### src/tws_pkg.sv
// Operation
// - Eight-bit bytes, ninth clock acknowledges.
// - No acknowledge during internal write cycle.
// - Address byte: fixed four-bit type code.
// - Small variants match three select straps.
// - Large variant: two straps, block select bit.
// - Byte write: address, word, data, stop.
// - Page holds 8 or 16 bytes.
// - Stop writes only bytes received.
// - Small variants wrap low three bits.
// - Large variant wraps low four bits.
// - Write protect high blocks array writes.
// - Write cycle ignores bus; master polls.
// - Counter holds last address plus one.
// - Read bit one sends byte at counter.
// - Read counter increments after eighth bit.
// - Dummy write loads counter for random read.
// - Master acknowledge continues sequential read.
// - Read counter wraps last to first.
// - Write increment keeps upper bits fixed.
// - Start and stop change SDA while SCL high.
// - Stop during read returns to standby.
// - Stop during write data starts write.
package tws_pkg;
	// Device type code; value is arbitrary for this model.
	localparam logic [3:0] TWS_TYPE_CODE = 4'h5;
	localparam int TWS_WRITE_MS = 10;
	localparam int TWS_CLK_KHZ = 125000;
	localparam int TWS_WRITE_CYC = TWS_WRITE_MS * TWS_CLK_KHZ;
	localparam logic [2:0] TWS_BIT_LAST = 3'h7;
	localparam logic [8:0] TWS_ADDR_ZERO = 9'h000;
	localparam logic [8:0] TWS_ADDR_ONE = 9'h001;
	localparam logic [4:0] TWS_PAGE_ZERO = 5'h00;
	localparam logic [4:0] TWS_PAGE_ONE = 5'h01;
	typedef enum logic [2:0] {
		TWS_IDLE = 3'b000,
		TWS_DEVADDR = 3'b001,
		TWS_WORDADDR = 3'b010,
		TWS_WDATA = 3'b011,
		TWS_RDATA = 3'b100,
		TWS_RACK = 3'b101
	} tws_state_e;
endpackage

### src/tws_eeprom_slave.sv
`timescale 1ns/1ps
module tws_eeprom_slave #(
	parameter int WRITE_CYCLES = tws_pkg::TWS_WRITE_CYC,
	parameter int VARIANT = 2
) (
	// Clock and reset.
	input wire logic clock_in,
	input wire logic sys_rst_in,
	// Two-wire bus.
	input wire logic scl_in,
	input wire logic sda_in,
	output logic sda_out,
	output logic sda_oe_out,
	// Straps and protect.
	input wire logic select_strap_0_in,
	input wire logic select_strap_1_in,
	input wire logic select_strap_2_in,
	input wire logic write_protect_in,
	// Array read port.
	output logic [8:0] rd_addr_out,
	input wire logic [7:0] rd_data_in,
	// Array write stream.
	output logic wr_valid_out,
	output logic [8:0] wr_addr_out,
	output logic [7:0] wr_data_out,
	input wire logic wr_ready_in,
	output logic busy_out
);
	import tws_pkg::*;

	// ==========================================================
	// Pin synchronisers and edge detection
	// ==========================================================
	logic [1:0] scl_s_q, sda_s_q;
	logic scl_d1_q, sda_d1_q;
	// Two flops before any logic reads SCL or SDA.
	always_ff @(posedge clock_in) begin
		scl_s_q <= {scl_s_q[0], scl_in};
		sda_s_q <= {sda_s_q[0], sda_in};
		scl_d1_q <= scl_s_q[1];
		sda_d1_q <= sda_s_q[1];
	end
	wire scl_rise = scl_s_q[1] & ~scl_d1_q;
	wire scl_fall = ~scl_s_q[1] & scl_d1_q;
	wire start_ev = scl_s_q[1] & scl_d1_q & sda_d1_q & ~sda_s_q[1];
	wire stop_ev = scl_s_q[1] & scl_d1_q & ~sda_d1_q & sda_s_q[1];

	// ==========================================================
	// Variant geometry
	// ==========================================================
	wire big = (VARIANT == 4);
	wire [8:0] amask = (VARIANT == 1) ? 9'h07F : (big ? 9'h1FF : 9'h0FF);
	wire [8:0] lowmask = big ? 9'h00F : 9'h007;
	wire [4:0] page_max = big ? 5'h10 : 5'h08;

	// ==========================================================
	// Protocol state
	// ==========================================================
	tws_state_e st_q;
	logic [2:0] bit_q;
	logic [7:0] sh_q;
	logic ack_phase_q, rw_q;
	logic [8:0] ctr_q, base_q;
	logic [4:0] cnt_q;
	logic [7:0] page_q [0:15];
	logic wrpend_q;
	logic [31:0] wtimer_q;
	logic [4:0] wr_idx_q;
	logic wp_q;
	logic [1:0] wp_s_q;
	// Set by a start so that the SCL fall closing it is not counted as a bit.
	logic lead_q;
	// Output slot and skid slot of the buffer toward the array.
	logic out_v_q, sk_v_q;
	logic [8:0] sk_a_q;
	logic [7:0] sk_d_q;
	logic push, pop;

	wire [7:0] byte_in = {sh_q[6:0], sda_s_q[1]};
	wire [2:0] straps = {select_strap_2_in, select_strap_1_in, select_strap_0_in};
	// Small variants compare three straps, large variant two.
	// The whole address byte already sits in the shifter when the eighth
	// bit's fall is seen, so the match looks at the shifter, not the pin.
	wire addr_hit = (sh_q[7:4] == TWS_TYPE_CODE) &&
		(big ? (sh_q[3:2] == straps[2:1]) : (sh_q[3:1] == straps));
	wire last_bit = (bit_q == TWS_BIT_LAST);
	// The device stays deaf until the page has left the buffer and the write
	// time has run out; a master that polls too early just sees no ack.
	wire busy = wrpend_q | out_v_q | sk_v_q | (wtimer_q != 0);

	// Write protect sampled at the last data bit; master keeps it still.
	always_ff @(posedge clock_in) begin
		wp_s_q <= {wp_s_q[0], write_protect_in};
		if (sys_rst_in) begin
			wp_q <= 1'b0;
		end else if (st_q == TWS_WDATA && scl_rise && last_bit && !ack_phase_q) begin
			wp_q <= wp_s_q[1];
		end
	end

	// Main bus sequencer.
	always_ff @(posedge clock_in) begin
		if (sys_rst_in) begin
			st_q <= TWS_IDLE;
			bit_q <= 3'h0;
			sh_q <= 8'h00;
			ack_phase_q <= 1'b0;
			rw_q <= 1'b0;
			ctr_q <= TWS_ADDR_ZERO;
			base_q <= TWS_ADDR_ZERO;
			cnt_q <= TWS_PAGE_ZERO;
			lead_q <= 1'b0;
			sda_oe_out <= 1'b0;
		end else if (busy) begin
			st_q <= TWS_IDLE;
			sda_oe_out <= 1'b0;
		end else if (start_ev) begin
			st_q <= TWS_DEVADDR;
			bit_q <= 3'h0;
			ack_phase_q <= 1'b0;
			cnt_q <= TWS_PAGE_ZERO;
			lead_q <= 1'b1;
			sda_oe_out <= 1'b0;
		end else if (stop_ev) begin
			st_q <= TWS_IDLE;
			sda_oe_out <= 1'b0;
		end else begin
			unique case (st_q)
			TWS_IDLE: begin
				sda_oe_out <= 1'b0;
			end
			TWS_DEVADDR, TWS_WORDADDR, TWS_WDATA: begin
				if (scl_rise && !ack_phase_q) begin
					sh_q <= byte_in;
				end
				// The fall that closes a start is not a data bit; counting it
				// would put the acknowledge one clock early.
				if (scl_fall && lead_q) begin
					lead_q <= 1'b0;
				end else if (scl_fall && ack_phase_q) begin
					// End of ninth clock: release and move on.
					ack_phase_q <= 1'b0;
					bit_q <= 3'h0;
					if (st_q == TWS_DEVADDR && rw_q) begin
						st_q <= TWS_RDATA;
						sda_oe_out <= ~rd_data_in[7];
						sh_q <= rd_data_in;
					end else begin
						sda_oe_out <= 1'b0;
						if (st_q == TWS_DEVADDR) begin
							st_q <= TWS_WORDADDR;
						end else begin
							st_q <= TWS_WDATA;
						end
					end
				end else if (scl_fall && last_bit) begin
					ack_phase_q <= 1'b1;
					if (st_q == TWS_DEVADDR) begin
						if (addr_hit) begin
							sda_oe_out <= 1'b1;
							rw_q <= sh_q[0];
							if (big && !sh_q[0]) begin
								base_q <= {sh_q[1], 8'h00};
							end
						end else begin
							st_q <= TWS_IDLE;
						end
					end else if (st_q == TWS_WORDADDR) begin
						sda_oe_out <= 1'b1;
						ctr_q <= (base_q | {1'b0, sh_q}) & amask;
					end else begin
						sda_oe_out <= 1'b1;
						page_q[ctr_q[3:0] & lowmask[3:0]] <= sh_q;
						ctr_q <= (ctr_q & ~lowmask) | ((ctr_q + TWS_ADDR_ONE) & lowmask);
						if (cnt_q != page_max) begin
							cnt_q <= cnt_q + TWS_PAGE_ONE;
						end
					end
				end else if (scl_fall) begin
					bit_q <= bit_q + 3'h1;
				end
			end
			TWS_RDATA: begin
				if (scl_fall) begin
					if (last_bit) begin
						// Counter steps after the eighth bit.
						ctr_q <= (ctr_q + TWS_ADDR_ONE) & amask;
						sda_oe_out <= 1'b0;
						st_q <= TWS_RACK;
					end else begin
						bit_q <= bit_q + 3'h1;
						sh_q <= {sh_q[6:0], 1'b0};
						sda_oe_out <= ~sh_q[6];
					end
				end
			end
			TWS_RACK: begin
				if (scl_rise) begin
					ack_phase_q <= ~sda_s_q[1];
				end
				if (scl_fall) begin
					bit_q <= 3'h0;
					if (ack_phase_q) begin
						st_q <= TWS_RDATA;
						sh_q <= rd_data_in;
						sda_oe_out <= ~rd_data_in[7];
					end else begin
						st_q <= TWS_IDLE;
					end
					ack_phase_q <= 1'b0;
				end
			end
			default: st_q <= TWS_IDLE;
			endcase
		end
	end
	assign sda_out = 1'b0;
	assign rd_addr_out = ctr_q;

	// ==========================================================
	// Page hand-over toward the array
	// ==========================================================
	// Start of page is the counter minus received count, within low bits.
	// A page that wrapped starts just past the newest byte, so each slot is
	// written once, with the data that overwrote it last.
	wire [8:0] pstart = (ctr_q & ~lowmask) | ((ctr_q - {4'h0, cnt_q}) & lowmask);
	wire [8:0] waddr = (pstart & ~lowmask) | ((pstart + {4'h0, wr_idx_q}) & lowmask);
	// The page side offers a word whenever the skid slot is empty, so it never
	// has to look at the array's ready; the array takes the output slot.
	assign push = wrpend_q && !sk_v_q;
	assign pop = out_v_q && wr_ready_in;

	// A stop after at least one data byte hands the page over unless wp_q is set; the index walks
	// the received bytes in address order, one step per word pushed.
	always_ff @(posedge clock_in) begin
		if (sys_rst_in) begin
			wrpend_q <= 1'b0;
			wr_idx_q <= TWS_PAGE_ZERO;
		end else if (stop_ev && !busy && st_q == TWS_WDATA && cnt_q != TWS_PAGE_ZERO) begin
			wrpend_q <= ~wp_q;
			wr_idx_q <= TWS_PAGE_ZERO;
		end else if (push) begin
			wr_idx_q <= wr_idx_q + TWS_PAGE_ONE;
			if (wr_idx_q + TWS_PAGE_ONE == cnt_q) begin
				wrpend_q <= 1'b0;
			end
		end
	end

	// Two-entry buffer: the output slot faces the array and the skid slot
	// catches the word already offered when the array stalls. The skid slot
	// is always drained first, so words leave in the order they came in.
	always_ff @(posedge clock_in) begin
		if (sys_rst_in) begin
			out_v_q <= 1'b0;
			sk_v_q <= 1'b0;
			sk_a_q <= TWS_ADDR_ZERO;
			sk_d_q <= 8'h00;
			wr_addr_out <= TWS_ADDR_ZERO;
			wr_data_out <= 8'h00;
		end else if (!out_v_q || wr_ready_in) begin
			// Output slot is free or being taken: refill it, older word first.
			if (sk_v_q) begin
				wr_addr_out <= sk_a_q;
				wr_data_out <= sk_d_q;
				sk_v_q <= 1'b0;
				out_v_q <= 1'b1;
			end else begin
				wr_addr_out <= waddr;
				wr_data_out <= page_q[waddr[3:0] & lowmask[3:0]];
				out_v_q <= push;
			end
		end else if (push) begin
			// Output slot is stalled: park the offered word beside it.
			sk_a_q <= waddr;
			sk_d_q <= page_q[waddr[3:0] & lowmask[3:0]];
			sk_v_q <= 1'b1;
		end
	end
	assign wr_valid_out = out_v_q;

	// ==========================================================
	// Write cycle timer
	// ==========================================================
	// The write time starts when the last word leaves the buffer: nothing
	// is left behind it and nothing is still waiting to be pushed.
	always_ff @(posedge clock_in) begin
		if (sys_rst_in) begin
			wtimer_q <= 32'h0;
		end else if (pop && !sk_v_q && !wrpend_q) begin
			wtimer_q <= 32'(WRITE_CYCLES);
		end else if (wtimer_q != 0) begin
			wtimer_q <= wtimer_q - 32'h1;
		end
	end
	assign busy_out = busy;
endmodule

### config.mk
export PLATFORM = sky130hd
export DESIGN_NAME = tws_eeprom_slave
export DESIGN_NICKNAME = d
export VERILOG_FILES = /design/src/tws_pkg.sv /design/src/tws_eeprom_slave.sv
export SDC_FILE = /design/constraint.sdc
export NUM_CORES = 1
export LEC_CHECK = 0
export ABC_AREA = 1
export BUFFER_PORTS_ARGS = -buffer_cell sky130_fd_sc_hd__buf_2
export CORE_MARGIN = 8
export CORE_UTILIZATION = 54
export DETAILED_ROUTE_END_ITERATION = 8
export PLACE_DENSITY = 0.72
export SLEW_MARGIN = 0
export SYNTH_ARGS = -nofsm -noshare
export SYNTH_HDL_FRONTEND = slang
export SYNTH_SLANG_ARGS = --single-unit
### constraint.sdc
create_clock -name clock_in -period 7.1 [get_ports clock_in]
set_input_delay 0 -clock clock_in [delete_from_list [all_inputs] [get_ports clock_in]]
set_output_delay 0 -clock clock_in [all_outputs]
set_load 0.05 [all_outputs]
==> impl_metrics.toml, run 1 <==
[detailed_routing]
wirelength_mm = 21.81
vias_per_cell = 5.512
wl_per_cell_um = 15.60
drtAntennaViolNets = 0
dr.pass1.iters = 6
num_vias = 7706
dr.first_iter.drc_count = 637
drc = 0

[grt]
overflow = 0
grt_pass1_vias = 7027
antenna_found_initial = 0
use_met2_pct = 32.08
grt.busiest_layer = "met2"
track_usage_pct = 21.80
grt_pass1_wl_mm = 35.67
grtUsageMet1_pct = 30.74
grt_max_degree = 50
grt_util_met3_pct = 5.744

[cells_and_area]
nFillCells = 1500
syn_to_final_growth_pct = 11.45
stdcell_count = 1398
fin_nets = 1202
final_util_pct = 60.47
layout_commonest_cell = "nand2_1"
drive_above_1_share_pct = 10.19
most-common-layout-cells = "nand2_1 (185), nor2_1 (176), o21ai_0 (120)"
diodes = 0

[setup_path]
critPathKind = "flip-flop to flip-flop"
startpoint = "rd_addr_out[0]$_SDFFE_PP0P_"
reg2reg_from = "rd_addr_out[0]$_SDFFE_PP0P_"
start_kind = "flip-flop"
path_common_cell = "inv_1"
path_buf_inv = 4
critPathMaxFanout = 34
cp_cell_sequence = "inv_1 -> ha_1 -> inv_1 -> ha_1 -> inv_1 -> o21ai_0 -> o22ai_1 -> nand3_1 -> nand2_1 -> o21ai_0 -> inv_1"
arrival_ns = 3.67
critPathCaptureType = "flip-flop"
cp.required_ns = 7.42
path_delay_family = "adder cells"
slowest_stage = "ha_1"
slowest_delay_ns = 0.79

[cts]
cts_setup_buffers = 0
cts_max_level = 4
cts_num_sinks = 176
clk_latency_ns = 0.43
cts_tree = "done"
holdBufCountCts = 11
clk_pin_slew_ns = 0.07
cts_resized = 0
clockRootBuffer = "clkbuf_16"
numCtsBuffers = 17
clk_path_buf_depth = 2

[timing]
tightest_slew_ns = 1.014
fmax_mhz = 298.7
finalClockSkew_ns = 0.008615
min_period_over_period_pct = 47.15
setup_viol = 0
grt_setup_unrepaired = "false"
period_needed_ns = 3.348
finalHoldViolCount = 0
tns_ns = 0
relSlewSlack_pct = 31.91
finalMaxSlewViolations = 0
timing.hold.ws_ns = 0.03551

[logic_synthesis]
seq_area_frac_synth_pct = 46.95
ys.flop_type = "dfxtp_1"
ys_warn_count = 0
synth_top_family_by_area = "simple AND/OR/NAND/NOR gates"
synth_cell_type_count = 46
netlist_area_sq_um = 8870
synthAdderAreaFrac_pct = 2.991
yosys.area_share.simple_pct = 25.60
async_flop_share_pct = 0
synthXorXnorAreaFrac_pct = 2.666
ys_seq_elements = 176
muxShareOfSynthArea_pct = 0
synth-compound-area-share_pct = 14.63
synth-edff-count = 64
syn_inst = 1129
syn_area_per_cell_sq_um = 7.856

[die]
core-area_sq_um = 16350
die_x_um = 144.2
dieArea_sq_um = 20780
io_pins = 47
rows = 47
fp.dieH_um = 144.2
start_util_pct = 54.26

[worst_hold_path]
min_from = "rd_data_in[7]"
hold_path.class = "input port to flip-flop"

[placement]
io_buffers = 43
dp_hpwl_mm = 15.42
dp_cells = 1355
gp_congestion = 0.9378

[job]
drv_cap = 0

[power_and_ir_drop]
total_power_w = 0.003384
peakVddDrop_v = 0.0002254
power_density_nw_per_um2 = 342.3
p_leak_nw = 4.282

[run_status]
status = "complete, no violations"
-- cell usage after synthesis (all sizes together), types with 2 or more instances --
cell type  instances  area share [%]
fa                 2            0.45
edfxtp            64              22
nor2             192             9.4
or2                5            0.35
dfxtp            112              25
xor2              13             1.3
buf               16             1.1
o211ai             3            0.25
xnor2             14             1.4
clkbuf            26             1.1
o22ai             19             1.3
ha                18             2.5
nor3              31             2.1
nand2            191             8.4
inv              113             4.8
a21oi             86             4.9
o21a               2            0.17
a31o               2            0.20
o21ai            126             7.1
a22oi              2            0.17
a21o               2            0.18
nand4             18             1.3
clkinv             2           0.085
nand3             64             3.9
-- kinds of logic (layout without fill, tap and decap cells) --
logic type	after synthesis	count (layout)
AO/OA/AOI/OAI	246	246
flip-flops	176	176
XOR/XNOR	27	27
buffers and inverters	157	204
AND/OR/NAND/NOR	502	502
other	1	3
adder cells (fa/ha/maj)	20	20
-- state kept, by name (all words and copies together), names as in the netlist, 2 cells and up --
name / count
bit_q: 3
sk_a_q: 8
page_q: 64
wp_s_q: 2
st_q: 3
sda_s_q: 2
wr_addr_out: 8
cnt_q: 5
rd_addr_out: 8
wr_data_out: 8
wr_idx_q: 5
sk_d_q: 8
sh_q: 8
wtimer_q: 32
scl_s_q: 2
-- area by class of cell --
type,count,area [sq um],share of cell area (%)
sequential,176,4164,42.12
multi-input combinational,798,4081,41.29
clock buffer,19,452.9,4.582
inverter,115,434.2,4.392
timing repair buffer,57,347.8,3.519
tap,220,275.3,2.784
clock inverter,13,130.1,1.316
-- per-layer routing --
layer	vias up	part of all wire, %
li1	3832	-
met1	3553	47
met2	290	43
met3	31	8.4
met4	0	1.7
met5	-	0
-- worst min-delay path, cell delays in order --
cell and delay (ns):
buf_2 0.09, o21ai_0 0.07, a21oi_1 0.15, nor3_2 0.05
nor2_1 0.07
-- report_power, final --
group          switching, W  leakage [nW]  total, W  internal (W)
combinational      0.000811          2.34   0.00123      0.000421
sequential        0.0000964          1.65   0.00123       0.00113
clock              0.000413         0.288  0.000922      0.000509
total               0.00132          4.28   0.00338       0.00206
-- final timing paths --
kind	to	slack (ns)	cells past startpoint
min	sh_q[7]$_SDFFE_PP0P_	0.04	5
max reg2reg	sk_d_q[6]$_SDFFE_PP0P_	3.75	11
min reg2reg	sda_s_q[1]$_DFF_P_	0.33	0
max	sk_d_q[6]$_SDFFE_PP0P_	3.75	11
-- metrics by stage --
| stage | instance area, sq um | setup WS [ns] |
|---|---|---|
| after global placement | 9193 | 3.972 |
| after floorplan | 8877 | 4.026 |
| after global routing | 9886 | 3.351 |
| after CTS | 9886 | 3.821 |
| after detailed placement | 9193 | 3.837 |
| final | 9886 | 3.752 |
Power figures use the tool's default switching activity.
==> run 2: changes to the inputs <==
--- a/config.mk
+++ b/config.mk
@@ -10,7 +10,7 @@
 export CORE_MARGIN = 8
 export CORE_UTILIZATION = 54
 export DETAILED_ROUTE_END_ITERATION = 8
-export PLACE_DENSITY = 0.72
+export PLACE_DENSITY = 0.75
 export SLEW_MARGIN = 0
 export SYNTH_ARGS = -nofsm -noshare
 export SYNTH_HDL_FRONTEND = slang
==> constraint.sdc (replaced) <==
create_clock -name clock_in -period 2.7 [get_ports clock_in]
set_input_delay 0 -clock clock_in [delete_from_list [all_inputs] [get_ports clock_in]]
set_output_delay 0 -clock clock_in [all_outputs]
set_load 0.05 [all_outputs]
==> run 2 against run 1 <==
Net effect:
- sequential power grew to 2.6 times the previous value
- clock-buffer cell count fell by 2
- die area is the same
- utilization increased by 2.6 points
- critical path depth rose by 1
- final area increased by 4.4%
- global-route usage is 0.41 points higher
- worst hold slack better by 0.0078 ns
- largest cell class is now multi-input gates
- highest routed layer unchanged
==> impl_metrics.toml, run 2 (same netlist as run 1, synthesis figures left out) <==
[timing]
finalMaxSlewViolations = 0
tightest_slew_ns = 0.5607
finalHoldViolCount = 0
finalClockSkew_ns = 0.01104
period_needed_ns = 2.645
relSlewSlack_pct = 62.51
setup_viol = 0
grt_setup_unrepaired = "true"
fmax_mhz = 378.1
min_period_over_period_pct = 97.97

[die]
fp.dieH_um = 144.2
dieArea_sq_um = 20780
core-area_sq_um = 16350
die_x_um = 144.2
rows = 47
start_util_pct = 54.26
io_pins = 47

[setup_path]
slowest_stage = "fa_2"
cp_cell_sequence = "ha_4 -> inv_2 -> fa_1 -> fa_2 -> inv_2 -> buf_2 -> o21ai_0 -> o22ai_2 -> nand2_1 -> nand2_2 -> nand2_1 -> a21oi_1"
path_delay_family = "adder cells"
critPathMaxFanout = 5
crit_cells = 12
path_buf_inv = 3
slowest_delay_ns = 0.52
critPathCaptureType = "flip-flop"
start_kind = "flip-flop"
cp.required_ns = 3.08
arrival_ns = 3.02
reg2reg_depth = 12
critPathKind = "flip-flop to flip-flop"

[placement]
dp_cells = 1389
dp_hpwl_mm = 15.55
gp_congestion = 0.9705
io_buffers = 43

[cts]
cts_max_level = 4
cts_num_sinks = 176
clk_path_buf_depth = 2
clk_pin_slew_ns = 0.07
cts_tree = "done"
clockRootBuffer = "clkbuf_16"
numCtsBuffers = 17
clk_latency_ns = 0.44
cts_setup_buffers = 0

[cells_and_area]
largest_register_ff_count = 64
stdcell_count = 1434
diodes = 0
fin_nets = 1238
syn_to_final_growth_pct = 16.33
multiInputGateArea_sq_um = 4218
final_util_pct = 63.12
final-seq-area_sq_um = 4169
nFillCells = 1437
drive_above_1_share_pct = 15.16
layout_commonest_cell = "nand2_1"
most-common-layout-cells = "nand2_1 (180), nor2_1 (176), dfxtp_1 (110)"

[worst_hold_path]
hold_path.class = "input port to flip-flop"
holdPathStages = 4

[detailed_routing]
vias_per_cell = 5.477
wl_per_cell_um = 15.60
dr.first_iter.drc_count = 776
drtAntennaViolNets = 0
wirelength_mm = 22.37
num_vias = 7854
drc = 0
dr.pass1.iters = 6

[power_and_ir_drop]
peakVddDrop_v = 0.0007152
power_density_nw_per_um2 = 863.5
p_leak_nw = 4.482

[grt]
track_usage_pct = 22.21
overflow = 0
grt_pass1_wl_mm = 36.19
grt_max_degree = 43
grt_pass1_vias = 7228
antenna_found_initial = 0

[job]
drv_cap = 0

[run_status]
status = "complete, no violations"
## run 2: changes by cell type in the layout (fill, tap and decap cells not counted), moves of 5 or more
| cell | previous run | this run |
|---|---|---|
| o22ai_1 | 19 | 10 |
| o21ai_1 | 6 | 14 |
| o21ai_0 | 120 | 107 |
| buf_4 | 3 | 34 |
| o22ai_2 | 0 | 9 |
| o21ai_2 | 0 | 5 |
| clkinv_4 | 7 | 2 |
| nand2_1 | 185 | 180 |
## run 2: worst paths after layout
check | from | to | slack (ns)
max | cnt_q[0]$_SDFFE_PP0P_ | wr_data_out[7]$_SDFFE_PP0P_ | 0.05
min reg2reg | scl_s_q[0]$_DFF_P_ | scl_s_q[1]$_DFF_P_ | 0.33
min | sys_rst_in | cnt_q[1]$_SDFFE_PP0P_ | 0.04
max reg2reg | cnt_q[0]$_SDFFE_PP0P_ | wr_data_out[7]$_SDFFE_PP0P_ | 0.05
## run 2: through the flow
stage          setup TNS [ns]  setup WS, ns  hold WS (ns)  power [W]  area, sq um
5_1_grt               -0.4012       -0.1230       0.06527   0.009467        10320
2_1_floorplan               0       0.01690       0.02772   0.005817         8896
3_3_place_gp                0       0.07684        0.1035   0.006431         9478
4_1_cts                     0      0.009838       0.03333   0.008863        10160
3_5_place_dp                0       0.01656        0.1075   0.006473         9478
6_report                    0       0.05493       0.04333   0.008910        10320
## run 2: final cells by class
cell class | count | area share (%)
Clock buffer | 17 | 4.123
Clock inverter | 15 | 1.370
Inverter | 115 | 4.232
Multi-Input combinational cell | 798 | 40.88
Sequential cell | 176 | 40.40
Tap cell | 220 | 2.668
Timing Repair Buffer | 93 | 6.330
## run 2: tightest hold or removal path: stages
cell	delay [ns]
buf_2	0.10
inv_1	0.18
nand2_1	0.12
nor2_1	0.03
## run 2: power breakdown
| part | switching [W] | internal (W) | leakage, nW |
|---|---|---|---|
| combinational | 0.00217 | 0.00114 | 2.55 |
| clock | 0.00114 | 0.00122 | 0.275 |
| sequential | 0.000252 | 0.00298 | 1.66 |
## run 2: timing repair
action	4_1_cts	5_1_grt
setup endpoints to repair	1	17
cloned	0	2
endpoints found under the hold margin	18	0
pin swaps	0	31
resized for setup	1	43
hold buffers	11	0
## run 2: per-layer routing
layer | track usage (%) | routed length (um)
met5 | 0 | 0
met4 | 7.667 | 311
met3 | 3.830 | 1569
met2 | 34.44 | 10110
met1 | 30.74 | 10380
